$ cat config.mk
export PLATFORM = sky130hd
export DESIGN_NAME = tcc_unit
export DESIGN_NICKNAME = d
export VERILOG_FILES = /design/src/tcc_pkg.sv /design/src/tcc_unit.sv
export VERILOG_INCLUDE_DIRS = /design/src
export SDC_FILE = /design/constraint.sdc
export NUM_CORES = 1
export LEC_CHECK = 0
export BUFFER_PORTS_ARGS = -buffer_cell sky130_fd_sc_hd__buf_2
export CAP_MARGIN = 20
export CORE_ASPECT_RATIO = 0.7
export CORE_MARGIN = 3
export CORE_UTILIZATION = 67
export DETAILED_ROUTE_END_ITERATION = 8
export PLACE_DENSITY = 0.95
export SYNTH_ARGS = -nofsm -noshare
export SYNTH_HDL_FRONTEND = slang
export SYNTH_SLANG_ARGS = --single-unit
$ cat constraint.sdc
create_clock -name CLK -period 11.9 [get_ports CLK]
set_input_delay 1.19 -clock CLK [delete_from_list [all_inputs] [get_ports CLK]]
set_output_delay 1.19 -clock CLK [all_outputs]
set_load 0.05 [all_outputs]
$ cat src/tcc_cfg.svh
// register offsets, bit positions, reset values and divider ratios of the capture/compare unit
// assumes a byte-wide register port with a 5-bit address
`ifndef TCC_CFG_SVH
`define TCC_CFG_SVH

`define TCC_ADDR_W 5
`define TCC_CTRL1 5'h00
`define TCC_CTRL2 5'h01
`define TCC_STATUS 5'h02
`define TCC_CAP1_HI 5'h03
`define TCC_CAP1_LO 5'h04
`define TCC_CMP1_HI 5'h05
`define TCC_CMP1_LO 5'h06
`define TCC_CNT_HI 5'h07
`define TCC_CNT_LO 5'h08
`define TCC_CAP2_HI 5'h0B
`define TCC_CAP2_LO 5'h0C
`define TCC_CMP2_HI 5'h0D
`define TCC_CMP2_LO 5'h0E

// control register one
`define TCC_C1_CAP_IRQ_EN 7
`define TCC_C1_CMP_IRQ_EN 6
`define TCC_C1_FORCE2 4
`define TCC_C1_FORCE1 3
`define TCC_C1_LEVEL2 2
`define TCC_C1_EDGE1 1
`define TCC_C1_LEVEL1 0
// control register two
`define TCC_C2_OE1 7
`define TCC_C2_OE2 6
`define TCC_C2_SINGLE_PULSE 5
`define TCC_C2_PWM 4
`define TCC_C2_CLK_HI 3
`define TCC_C2_CLK_LO 2
`define TCC_C2_EDGE2 1
`define TCC_C2_EXT_EDGE 0
// status register
`define TCC_ST_CAP1 7
`define TCC_ST_CMP1 6
`define TCC_ST_CAP2 4
`define TCC_ST_CMP2 3

`define TCC_CNT_RESET 16'hFFFC
`define TCC_CMP_RESET 16'h8000
`define TCC_CTRL_RESET 8'h00
// prescaler masks: tick when the masked prescaler bits are all ones
`define TCC_DIV2_MASK 3'h1
`define TCC_DIV4_MASK 3'h3
`define TCC_DIV8_MASK 3'h7

`endif

$ cat src/tcc_pkg.sv
// types shared by the capture/compare unit
// assumes tcc_cfg.svh carries all numeric constants
package tcc_pkg;
	typedef enum logic [1:0] {
		TCC_CLK_DIV4 = 2'b00,
		TCC_CLK_DIV2 = 2'b01,
		TCC_CLK_DIV8 = 2'b10,
		TCC_CLK_EXT = 2'b11
	} tcc_clk_sel_t;
	typedef logic [15:0] tcc_word_t;
endpackage

$ cat src/tcc_unit.sv
// two capture and two compare channels on a 16-bit free-running up-counter
// assumes synchronous pin inputs and a byte register port with read data one cycle later
//
// What this block does
// each capture channel copies the 16-bit counter on its selected pin edge
// capture edge chosen by edge bit in control one (ch1) and control two (ch2)
// capture sets flag; interrupt when capture enable set and global mask clear
// capture flag clears by status read while set, then low byte access
// high byte read blocks captures and flag until low byte is read
// capture register always holds the latest capture, overwriting older values
// in single-pulse or PWM mode only capture channel two captures
// capture pins always connected; selected edge captures unless high-read blocked or channel one in R7 modes
// both 16-bit compare values compared with the counter every timer cycle
// compare values software read/write only, reset to 8000h
// match sets compare flag and drives enabled pin to output level bit
// compare pin latch forced low during reset
// match requests interrupt when compare enable set and global mask clear
// compare flag clears by status read while set, then low byte access
// high byte write suspends compares until the low byte is written
// output enable clear releases pin to port use; flag and interrupt still work
// flag and pin take effect while counter equals compare value, all modes
// force bit copies level to enabled pin, no flag, no interrupt
// force bits ignored in single-pulse and PWM modes
// software writes high byte, reads status, then writes low byte
// timer clock is cpu clock divided by 2, 4 or 8 via clock bits
// single-pulse mode bit sits in control two, uses channel one
// counter counts up, resets to FFFCh, restarts on low byte write
// both clock bits set select external clock on its chosen edge
// both channels evaluated independently in the same cycle
//
// Design decisions made here: the placing of the registers and the strobed register port.
`include "tcc_cfg.svh"
`timescale 1ns/1ns
`default_nettype none

module tcc_unit
	import tcc_pkg::*;
(
	// clock and reset
	input wire logic CLK,
	input wire logic RST,
	// register port
	input wire logic [`TCC_ADDR_W-1:0] ADDR,
	input wire logic [7:0] WR_DATA,
	input wire logic WR_EN,
	input wire logic RD_EN,
	output logic [7:0] RD_DATA,
	// pins
	input wire logic [1:0] CAP_IN,
	input wire logic EXT_CLK,
	output logic [1:0] CMP_OUT,
	output logic [1:0] CMP_OE_N,
	// interrupt
	input wire logic IRQ_MASK,
	output logic IRQ
);

	function automatic logic [`TCC_ADDR_W-1:0] cap_hi_addr(input int ch);
		cap_hi_addr = (ch == 0) ? `TCC_CAP1_HI : `TCC_CAP2_HI;
	endfunction
	function automatic logic [`TCC_ADDR_W-1:0] cap_lo_addr(input int ch);
		cap_lo_addr = (ch == 0) ? `TCC_CAP1_LO : `TCC_CAP2_LO;
	endfunction
	function automatic logic [`TCC_ADDR_W-1:0] cmp_hi_addr(input int ch);
		cmp_hi_addr = (ch == 0) ? `TCC_CMP1_HI : `TCC_CMP2_HI;
	endfunction
	function automatic logic [`TCC_ADDR_W-1:0] cmp_lo_addr(input int ch);
		cmp_lo_addr = (ch == 0) ? `TCC_CMP1_LO : `TCC_CMP2_LO;
	endfunction

	logic [7:0] ctrl1_reg;
	logic [7:0] ctrl2_reg;
	tcc_word_t cnt_reg;
	logic [2:0] pre_reg;
	logic ext_d_reg;
	logic [7:0] cnt_lo_buf_reg;
	logic cnt_buf_valid_reg;
	tcc_word_t cap_val_reg [2];
	tcc_word_t cmp_val_reg [2];
	logic [1:0] cap_in_d_reg;
	logic [1:0] cap_block_reg;
	logic [1:0] cap_flag_reg;
	logic [1:0] cap_arm_reg;
	logic [1:0] cmp_flag_reg;
	logic [1:0] cmp_arm_reg;
	logic [1:0] cmp_inhibit_reg;
	logic [1:0] cmp_pin_reg;
	logic [1:0] cmp_oe_n_reg;
	logic [7:0] rd_data_reg;
	logic irq_reg;

	// register decode
	wire wr_ctrl1 = WR_EN && (ADDR == `TCC_CTRL1);
	wire wr_ctrl2 = WR_EN && (ADDR == `TCC_CTRL2);
	wire rd_status = RD_EN && (ADDR == `TCC_STATUS);
	wire rd_cnt_hi = RD_EN && (ADDR == `TCC_CNT_HI);
	wire rd_cnt_lo = RD_EN && (ADDR == `TCC_CNT_LO);
	wire wr_cnt_lo = WR_EN && (ADDR == `TCC_CNT_LO);

	// mode decode
	wire single_pulse = ctrl2_reg[`TCC_C2_SINGLE_PULSE];
	wire pwm_mode = ctrl2_reg[`TCC_C2_PWM];
	wire special_mode = single_pulse || pwm_mode;
	wire [1:0] oe = {ctrl2_reg[`TCC_C2_OE2], ctrl2_reg[`TCC_C2_OE1]};
	wire [1:0] level = {ctrl1_reg[`TCC_C1_LEVEL2], ctrl1_reg[`TCC_C1_LEVEL1]};
	wire [1:0] edge_rise = {ctrl2_reg[`TCC_C2_EDGE2], ctrl1_reg[`TCC_C1_EDGE1]};
	wire [1:0] force_req = {WR_DATA[`TCC_C1_FORCE2], WR_DATA[`TCC_C1_FORCE1]};
	wire [1:0] force_hit = (wr_ctrl1 && !special_mode) ? force_req : 2'b00;
	// a forced pin takes the level bit written in the same byte as the force bit
	wire [1:0] force_level = {WR_DATA[`TCC_C1_LEVEL2], WR_DATA[`TCC_C1_LEVEL1]};
	tcc_clk_sel_t clk_sel;
	assign clk_sel = tcc_clk_sel_t'(ctrl2_reg[`TCC_C2_CLK_HI:`TCC_C2_CLK_LO]);

	// timer tick from prescaler or external clock edge
	wire ext_edge = ctrl2_reg[`TCC_C2_EXT_EDGE] ? (EXT_CLK && !ext_d_reg)
		: (!EXT_CLK && ext_d_reg);
	wire tick = (clk_sel == TCC_CLK_DIV2) ? ((pre_reg & `TCC_DIV2_MASK) == `TCC_DIV2_MASK)
		: (clk_sel == TCC_CLK_DIV4) ? ((pre_reg & `TCC_DIV4_MASK) == `TCC_DIV4_MASK)
		: (clk_sel == TCC_CLK_DIV8) ? ((pre_reg & `TCC_DIV8_MASK) == `TCC_DIV8_MASK)
		: ext_edge;

	always_ff @(posedge CLK or posedge RST) begin
		if (RST) begin
			pre_reg <= 3'h0;
			ext_d_reg <= 1'b0;
		end else begin
			pre_reg <= pre_reg + 3'h1;
			ext_d_reg <= EXT_CLK;
		end
	end

	always_ff @(posedge CLK or posedge RST) begin
		if (RST) begin
			cnt_reg <= `TCC_CNT_RESET;
		end else if (wr_cnt_lo) begin
			cnt_reg <= `TCC_CNT_RESET;
		end else if (tick) begin
			cnt_reg <= cnt_reg + 16'h0001;
		end
	end

	// counter high read freezes the low byte until the low byte is read
	always_ff @(posedge CLK or posedge RST) begin
		if (RST) begin
			cnt_lo_buf_reg <= 8'h00;
			cnt_buf_valid_reg <= 1'b0;
		end else if (rd_cnt_hi) begin
			if (!cnt_buf_valid_reg) begin
				cnt_lo_buf_reg <= cnt_reg[7:0];
			end
			cnt_buf_valid_reg <= 1'b1;
		end else if (rd_cnt_lo) begin
			cnt_buf_valid_reg <= 1'b0;
		end
	end

	always_ff @(posedge CLK or posedge RST) begin
		if (RST) begin
			ctrl1_reg <= `TCC_CTRL_RESET;
			ctrl2_reg <= `TCC_CTRL_RESET;
		end else begin
			if (wr_ctrl1) begin
				// force bits act once and are not stored
				ctrl1_reg <= WR_DATA & 8'hE7;
			end
			if (wr_ctrl2) begin
				ctrl2_reg <= WR_DATA;
			end
		end
	end

	genvar i;
	generate
		for (i = 0; i < 2; i++) begin : g_ch
			wire rd_cap_hi = RD_EN && (ADDR == cap_hi_addr(i));
			wire rd_cap_lo = RD_EN && (ADDR == cap_lo_addr(i));
			wire acc_cap_lo = (RD_EN || WR_EN) && (ADDR == cap_lo_addr(i));
			wire wr_cmp_hi = WR_EN && (ADDR == cmp_hi_addr(i));
			wire wr_cmp_lo = WR_EN && (ADDR == cmp_lo_addr(i));
			wire acc_cmp_lo = (RD_EN || WR_EN) && (ADDR == cmp_lo_addr(i));
			wire pin_rise = CAP_IN[i] && !cap_in_d_reg[i];
			wire pin_fall = !CAP_IN[i] && cap_in_d_reg[i];
			wire pin_edge = edge_rise[i] ? pin_rise : pin_fall;
			wire cap_allow = !cap_block_reg[i] && !((i == 0) && special_mode);
			wire cap_hit = pin_edge && cap_allow;
			wire cmp_hit = (cnt_reg == cmp_val_reg[i]) && !cmp_inhibit_reg[i];

			always_ff @(posedge CLK or posedge RST) begin
				if (RST) begin
					cap_in_d_reg[i] <= 1'b0;
					cap_val_reg[i] <= 16'h0000;
					cap_block_reg[i] <= 1'b0;
				end else begin
					cap_in_d_reg[i] <= CAP_IN[i];
					if (cap_hit) begin
						cap_val_reg[i] <= cnt_reg;
					end
					if (rd_cap_lo) begin
						cap_block_reg[i] <= 1'b0;
					end else if (rd_cap_hi) begin
						cap_block_reg[i] <= 1'b1;
					end
				end
			end

			// set wins over clear on both flags
			always_ff @(posedge CLK or posedge RST) begin
				if (RST) begin
					cap_flag_reg[i] <= 1'b0;
					cap_arm_reg[i] <= 1'b0;
				end else begin
					if (cap_hit) begin
						cap_flag_reg[i] <= 1'b1;
					end else if (acc_cap_lo && cap_arm_reg[i]) begin
						cap_flag_reg[i] <= 1'b0;
					end
					if (rd_status) begin
						cap_arm_reg[i] <= cap_flag_reg[i];
					end else if (acc_cap_lo) begin
						cap_arm_reg[i] <= 1'b0;
					end
				end
			end

			always_ff @(posedge CLK or posedge RST) begin
				if (RST) begin
					cmp_val_reg[i] <= `TCC_CMP_RESET;
					cmp_inhibit_reg[i] <= 1'b0;
				end else begin
					if (wr_cmp_hi) begin
						cmp_val_reg[i][15:8] <= WR_DATA;
						cmp_inhibit_reg[i] <= 1'b1;
					end else if (wr_cmp_lo) begin
						cmp_val_reg[i][7:0] <= WR_DATA;
						cmp_inhibit_reg[i] <= 1'b0;
					end
				end
			end

			always_ff @(posedge CLK or posedge RST) begin
				if (RST) begin
					cmp_flag_reg[i] <= 1'b0;
					cmp_arm_reg[i] <= 1'b0;
				end else begin
					if (cmp_hit) begin
						cmp_flag_reg[i] <= 1'b1;
					end else if (acc_cmp_lo && cmp_arm_reg[i]) begin
						cmp_flag_reg[i] <= 1'b0;
					end
					if (rd_status) begin
						cmp_arm_reg[i] <= cmp_flag_reg[i];
					end else if (acc_cmp_lo) begin
						cmp_arm_reg[i] <= 1'b0;
					end
				end
			end

			// pin latch: low in reset, released to port use when output disabled
			always_ff @(posedge CLK or posedge RST) begin
				if (RST) begin
					cmp_pin_reg[i] <= 1'b0;
					cmp_oe_n_reg[i] <= 1'b1;
				end else begin
					cmp_oe_n_reg[i] <= !oe[i];
					if (oe[i] && (cmp_hit || force_hit[i])) begin
						cmp_pin_reg[i] <= force_hit[i] ? force_level[i] : level[i];
					end
				end
			end
		end
	endgenerate

	// read data selection
	wire [7:0] status_byte = {cap_flag_reg[0], cmp_flag_reg[0], 2'b00,
		cmp_flag_reg[1], 3'b000} | (cap_flag_reg[1] ? 8'h10 : 8'h00);
	wire [7:0] cnt_lo_byte = cnt_buf_valid_reg ? cnt_lo_buf_reg : cnt_reg[7:0];
	wire [7:0] rd_mux = (ADDR == `TCC_CTRL1) ? ctrl1_reg
		: (ADDR == `TCC_CTRL2) ? ctrl2_reg
		: (ADDR == `TCC_STATUS) ? status_byte
		: (ADDR == `TCC_CAP1_HI) ? cap_val_reg[0][15:8]
		: (ADDR == `TCC_CAP1_LO) ? cap_val_reg[0][7:0]
		: (ADDR == `TCC_CAP2_HI) ? cap_val_reg[1][15:8]
		: (ADDR == `TCC_CAP2_LO) ? cap_val_reg[1][7:0]
		: (ADDR == `TCC_CMP1_HI) ? cmp_val_reg[0][15:8]
		: (ADDR == `TCC_CMP1_LO) ? cmp_val_reg[0][7:0]
		: (ADDR == `TCC_CMP2_HI) ? cmp_val_reg[1][15:8]
		: (ADDR == `TCC_CMP2_LO) ? cmp_val_reg[1][7:0]
		: (ADDR == `TCC_CNT_HI) ? cnt_reg[15:8]
		: (ADDR == `TCC_CNT_LO) ? cnt_lo_byte
		: 8'h00;

	// pending request stays until enable set and global mask clear
	wire irq_next = !IRQ_MASK && (
		((|cap_flag_reg) && ctrl1_reg[`TCC_C1_CAP_IRQ_EN]) ||
		((|cmp_flag_reg) && ctrl1_reg[`TCC_C1_CMP_IRQ_EN]));

	always_ff @(posedge CLK or posedge RST) begin
		if (RST) begin
			rd_data_reg <= 8'h00;
			irq_reg <= 1'b0;
		end else begin
			rd_data_reg <= RD_EN ? rd_mux : 8'h00;
			irq_reg <= irq_next;
		end
	end

	assign RD_DATA = rd_data_reg;
	assign IRQ = irq_reg;
	assign CMP_OUT = cmp_pin_reg;
	assign CMP_OE_N = cmp_oe_n_reg;

endmodule // tcc_unit

`default_nettype wire

==> results.py, run 1 <==
metrics = {
    "finish": {
        "final_nets": 729,
        "area.growth.synth_to_final_pct": 8.921,
        "drive_gt1_share_pct": 28.13,
        "final_util_pct": 77.04,
        "antennaDiodeCount": 0,
        "fillers": 660,
    },
    "cts": {
        "insertion_delay_ps": 420,
        "cts-resized-gates": 0,
        "cts_tree": "yes",
        "root_buffer": "clkbuf_16",
        "clock_path_buffers": 2,
        "clkTransAtPathRegs_ps": 70,
        "clock-sinks": 134,
        "htreeDepth": 4,
        "numCtsBuffers": 17,
        "post_cts_buffers": 0,
        "holdBufCountCts": 0,
    },
    "placed_design": {
        "port_buffers": 33,
        "gp_congestion": 1.083,
        "hpwl_um": 16990,
    },
    "floorplan": {
        "core_area_sq_um": 10630,
        "io_pins": 34,
        "fp.dieH_um": 94.62,
        "dieWidth_um": 132.6,
        "placement_rows": 31,
        "initial_core_util_pct": 70.73,
        "die_area_sq_um": 12550,
    },
    "logic_synthesis": {
        "seq_area_frac_synth_pct": 44.91,
        "syn_nets": 725,
        "synth_area_leaders": "dfrtp_1 (39%), mux2_2 (12%), dfstp_2 (6.3%)",
        "synth-async-reset-ratio_pct": 100.0,
        "syn_area_per_cell_sq_um": 10.72,
        "synth_top_area_share_pct": 38.62,
        "synth-seq-cells": 134,
        "synth.largest_area_cell": "dfrtp_1",
        "synth_flop_cell": "dfrtp_1",
        "syn_inst": 701,
        "synth_cell_types": 88,
        "ys_warn_count": 0,
        "synth_edf_count": 0,
        "synth_area_sq_um": 7517,
    },
    "worst_setup_path": {
        "critPathArrivalTime_ps": 3570,
        "reg2reg_slack_ps": 9580,
        "crit_cells": 6,
        "critical-path-max-stage-delay_ps": 820,
        "crit_path_end": "RD_DATA[4]",
        "path_delay_family": "simple AND/OR/NAND/NOR gates",
        "cp_max_fo": 34,
        "path_cells": "buf_2, nor3_2, nand2_1, o22ai_1, a222oi_1, a2111oi_2",
        "rr_worst_depth": 5,
        "critPathLaunch": "ADDR[1]",
        "r2r_end": "RD_DATA[7]",
        "required_ps": 12210,
        "start_kind": "input pin",
        "worstSetupPathType": "input pin to flip-flop",
        "timing.critical_path.buf_inv": 1,
        "end_kind": "flip-flop",
        "slowest_stage": "nor3_2",
        "timing.rr.start": "cnt_buf_valid_reg",
    },
    "global_route": {
        "grt_overflow": 0,
        "grt_pass1_wl_um": 38040,
        "grt_pass1_vias": 6187,
        "grt_usage_pct": 41.03,
        "antenna_found_initial": 0,
        "grt_max_degree": 78,
    },
    "pwr": {
        "power.density_nw_per_um2": 200.4,
        "power.leakage_nw": 3.357,
        "peakVddDrop_v": 0.0001387,
    },
    "sta": {
        "maxSlewHeadroom_pct": 24.56,
        "finClkSkew_ps": 11.30,
        "min_period_ps": 3261,
        "fin_crit_sh_pct": 27.41,
        "slew_viol_final": 0,
        "tightest_slew_ps": 1132,
        "setup-violations-final": 0,
        "max_freq_mhz": 306.6,
        "hold_violations": 0,
        "rsz0062_at_grt": "no",
        "setup_tns_ps": 0,
    },
    "routing": {
        "wl_per_cell_um": 29.05,
        "drt_wl_total_um": 25150,
        "drc_errors": 0,
        "via_per_inst": 7.431,
        "vias": 6435,
        "dr.pass1.iters": 6,
        "drt_iter0_drc": 1067,
        "antenna_left": 0,
    },
    "min_path": {
        "hp-class": "flip-flop to flip-flop",
    },
    "job": {
        "maxCapViolCount": 0,
    },
    "status": {
        "status": "complete, no violations",
    },
}
## how the worst min path moves through the flow
stage | start | to | slack (ps) | cells after the start
detailed placement | pre_reg[0] | pre_reg[0] | 450 | 1
global placement | pre_reg[0] | pre_reg[0] | 430 | 1
finish | pre_reg[0] | pre_reg[0] | 450 | 1
CTS | pre_reg[0] | pre_reg[0] | 460 | 1
global route | pre_reg[0] | pre_reg[0] | 490 | 1
floorplan | pre_reg[0] | pre_reg[0] | 410 | 1
## area by class of cell
cell class / instances / area, sq um / share of cell area, %
Timing Repair Buffer: 35 / 180.2 / 2.200
Clock inverter: 14 / 160.2 / 1.956
Multi-Input combinational cell: 504 / 3796 / 46.36
Sequential cell: 134 / 3376 / 41.23
Tap cell: 148 / 185.2 / 2.262
Clock buffer: 18 / 439.2 / 5.364
Inverter: 13 / 51.30 / 0.6265
## where the power goes
group	internal, W	switching [W]	total, W
Combinational	0.000165	0.000180	0.000346
Sequential	0.000576	0.000183	0.000760
Clock	0.000304	0.000232	0.000536
Total	0.00105	0.000596	0.00164
## Yosys cell counts, drive strengths merged (8+ instances only)
cell and n:
mux2i 13, nor4 11, nand4 9, nand2b 9
dfstp 18, and3 8, nand3 20, inv 13
mux2 83, a21oi 25, nand2 55, o211ai 12
o21ai 43, buf 35, clkbuf 15, xnor2 46
o22ai 15, dfrtp 116, nor2 30, nor3 15
## cell usage in the layout, fill, tap and decap left out, types with 5 or more instances in the layout
cell type / instances
clkbuf_16: 17
dfrtp_1: 116
xnor2_1: 46
buf_2: 33
dfstp_2: 18
nor4_1: 10
o211ai_1: 11
a21oi_1: 24
nand4_1: 8
inv_1: 12
mux2_2: 82
o21ai_1: 6
a31oi_1: 5
o21ai_0: 36
and2_1: 5
nor2_1: 24
nor3b_1: 5
nor2b_1: 7
nor3_1: 10
and3_1: 8
nand2b_1: 6
nor2_2: 5
mux2i_1: 13
o22ai_1: 15
nand3_1: 20
nand2_1: 54
a21boi_0: 5
## per-stage QoR
step,cell area (sq um),total power [W],hold slack (ps),setup WS (ps),std cells
6_report,8188,0.001641,454.1,8639,866
3_5_place_dp,7589,0.001075,451.7,8387,834
2_1_floorplan,7517,0.0009425,414.6,7157,701
5_1_grt,8188,0.001680,487.1,8538,866
3_3_place_gp,7589,0.001054,433.7,8482,834
4_1_cts,8188,0.001614,460.5,8768,866
## metal layers
| metal | vias to the layer above | part of all wire (%) | track usage [%] |
|---|---|---|---|
| met3 | 119 | 15 | 10.97 |
| met1 | 3125 | 39 | 58.11 |
| met4 | 0 | 4.1 | 15.05 |
| met2 | 613 | 42 | 61.46 |
| met5 | - | 0 | 0 |
| li1 | 2578 | - | - |
## cell families after synthesis
family	after synthesis	share of synthesized area [%]
flip-flops	134	44.91
AND/OR/NAND/NOR	210	16.96
buffers and inverters	63	4.594
XOR/XNOR	46	5.360
AO/OA/AOI/OAI	149	13.52
adder cells (fa/ha/maj)	3	0.4994
multiplexers	96	14.16
(Power assumes the default switching activity.)
==> run 2: changes to the inputs <==
--- a/config.mk
+++ b/config.mk
@@ -10,9 +10,9 @@
 export CAP_MARGIN = 20
 export CORE_ASPECT_RATIO = 0.7
 export CORE_MARGIN = 3
-export CORE_UTILIZATION = 67
+export CORE_UTILIZATION = 56
 export DETAILED_ROUTE_END_ITERATION = 8
-export PLACE_DENSITY = 0.95
+export PLACE_DENSITY = 0.88
 export SYNTH_ARGS = -nofsm -noshare
 export SYNTH_HDL_FRONTEND = slang
 export SYNTH_SLANG_ARGS = --single-unit
==> constraint.sdc (replaced) <==
create_clock -name CLK -period 2.79 [get_ports CLK]
set_input_delay 0.279 -clock CLK [delete_from_list [all_inputs] [get_ports CLK]]
set_output_delay 0.279 -clock CLK [all_outputs]
set_load 0.05 [all_outputs]
==> run 2 against run 1 <==
Against the previous run:
- global-route usage down 6.9 points
- flip-flop and latch count unchanged
- critical path depth up 1
- register-to-register slack worse by 8900 ps
- sequential share of layout area down 0.76 points
- via count down 5.5%
- largest power group unchanged
==> results.py, run 2 (same netlist as run 1, synthesis figures left out) <==
metrics = {
    "global_route": {
        "grt_overflow": 0,
        "grt_pass1_vias": 6127,
        "antenna_found_initial": 0,
        "grt_usage_pct": 34.16,
        "grt_max_degree": 135,
        "grt_pass1_wl_um": 37160,
    },
    "floorplan": {
        "initial_core_util_pct": 58.90,
        "die_area_sq_um": 14870,
        "fp.dieH_um": 102.9,
        "dieWidth_um": 144.5,
        "core_area_sq_um": 12760,
        "placement_rows": 34,
        "io_pins": 34,
    },
    "cts": {
        "holdBufCountCts": 4,
        "htreeDepth": 4,
        "root_buffer": "clkbuf_16",
        "numCtsBuffers": 17,
        "cts-resized-gates": 0,
        "clock-sinks": 134,
        "cts_tree": "yes",
        "clock_path_buffers": 2,
        "post_cts_buffers": 0,
        "insertion_delay_ps": 430,
        "clkTransAtPathRegs_ps": 70,
    },
    "placed_design": {
        "gp_congestion": 1.040,
        "place_ws_ps": 506.2,
        "dp.cells": 859,
        "hpwl_um": 17410,
        "port_buffers": 33,
    },
    "routing": {
        "drt_wl_total_um": 24280,
        "dr.pass1.iters": 5,
        "drt_iter0_drc": 651,
        "drc_errors": 0,
        "via_per_inst": 6.797,
        "vias": 6083,
        "antenna_left": 0,
        "wl_per_cell_um": 27.13,
    },
    "finish": {
        "final_cell_mix": "dfrtp_1 (116), mux2_2 (82), nand2_1 (54)",
        "multi_input_area_sq_um": 3796,
        "final_common_cell": "dfrtp_1",
        "seq_area_sq_um": 3376,
        "final_nets": 744,
        "fillers": 1023,
        "area.growth.synth_to_final_pct": 10.97,
        "fin_cells": 895,
        "drive_gt1_share_pct": 29.06,
        "antennaDiodeCount": 0,
    },
    "sta": {
        "finClkSkew_ps": 11.39,
        "rsz0062_at_grt": "no",
        "min_period_ps": 2104,
        "setup_ws_ps": 686.2,
        "setup-violations-final": 0,
        "tightest_slew_ps": 732.2,
        "maxSlewHeadroom_pct": 51.18,
        "setup_tns_ps": 0,
        "hold_violations": 0,
        "fin_crit_sh_pct": 75.41,
        "max_freq_mhz": 475.3,
        "slew_viol_final": 0,
    },
    "pwr": {
        "power.density_nw_per_um2": 828.2,
        "power.leakage_nw": 3.426,
        "peakVddDrop_v": 0.0004344,
    },
    "worst_setup_path": {
        "reg2reg_slack_ps": 690,
        "start_kind": "flip-flop",
        "worstSetupPathType": "flip-flop to flip-flop",
        "worst_path_most_repeated_cell": "ha_1",
        "slowest_stage": "o21ai_1",
        "end_kind": "flip-flop",
        "critical-path-max-stage-delay_ps": 520,
        "cp_max_fo": 8,
        "required_ps": 3120,
        "path_cells": "ha_1, ha_1, mux2_2, o21ai_1, nor4_1, xnor2_1, nand2_1",
        "critPathArrivalTime_ps": 2430,
    },
    "job": {
        "maxCapViolCount": 0,
    },
    "min_path": {
        "hp-class": "input pin to asynchronous set/reset pin",
    },
    "status": {
        "status": "complete, no violations",
    },
}
==> run 2: cell count changes in the layout (fill, tap and decap cells not counted), sizes merged <==
cell / change
clkinvlp: +1
buf: +11
dlygate4sd3: +4
inv: -1
==> run 2: per-stage QoR <==
step	instance area, sq um	total power [W]	hold slack, ps	utilization, %
6_report	8342	0.006909	49.48	65.36
2_1_floorplan	7521	0.004021	310.4	-
3_3_place_gp	7702	0.004529	410.7	60.35
5_1_grt	8342	0.007176	124.5	65.36
3_5_place_dp	7702	0.004592	416.7	60.35
4_1_cts	8342	0.006882	98.29	65.36
==> run 2: cell type report <==
type | count | area share, %
multi-input combinational | 504 | 45.51
sequential | 134 | 40.47
tap | 162 | 2.430
inverter | 13 | 0.6300
timing repair buffer | 50 | 3.780
clock buffer | 18 | 5.265
clock inverter | 14 | 1.920
==> run 2: layer usage <==
layer | vias up | track usage [%] | wire length, um
met5 | - | 0 | 0
met2 | 389 | 47.67 | 10060
met4 | 0 | 13.33 | 859
met3 | 59 | 11.87 | 2913
met1 | 3026 | 48.87 | 10450
li1 | 2609 | - | -
==> run 2: final timing paths <==
| kind | endpoint | startpoint | depth (start not counted) |
|---|---|---|---|
| worst max-delay path | cnt_reg[14] | pre_reg[0] | 7 |
| max in group asynchronous | cap_in_d_reg[1] | RST | 3 |
| worst min-delay path | ctrl2_reg[7] | RST | 3 |
| min in group CLK | ctrl2_reg[6] | WR_DATA[6] | 3 |
| worst max register to register | cnt_reg[14] | pre_reg[0] | 7 |
| worst min register to register | pre_reg[0] | pre_reg[0] | 1 |
==> run 2: report_power, final <==
group / switching, W / leakage, nW / total [W] / internal [W]
registers: 0.000739 / 1.59 / 0.00320 / 0.00246
logic: 0.000713 / 1.55 / 0.00143 / 0.000722
clock network: 0.000983 / 0.292 / 0.00228 / 0.00129
total: 0.00243 / 3.43 / 0.00691 / 0.00447
==> run 2: worst max-delay path: cells and delay by family, from the launching register on <==
family                     cells  cell delay [ps]
and+or+nand+nor                2              230
adders and majority gates      2              390
AOI/OAI and AO/OA              1              520
DFF                            1              380
muxes                          1              300
xor gates and xnor gates       1              180
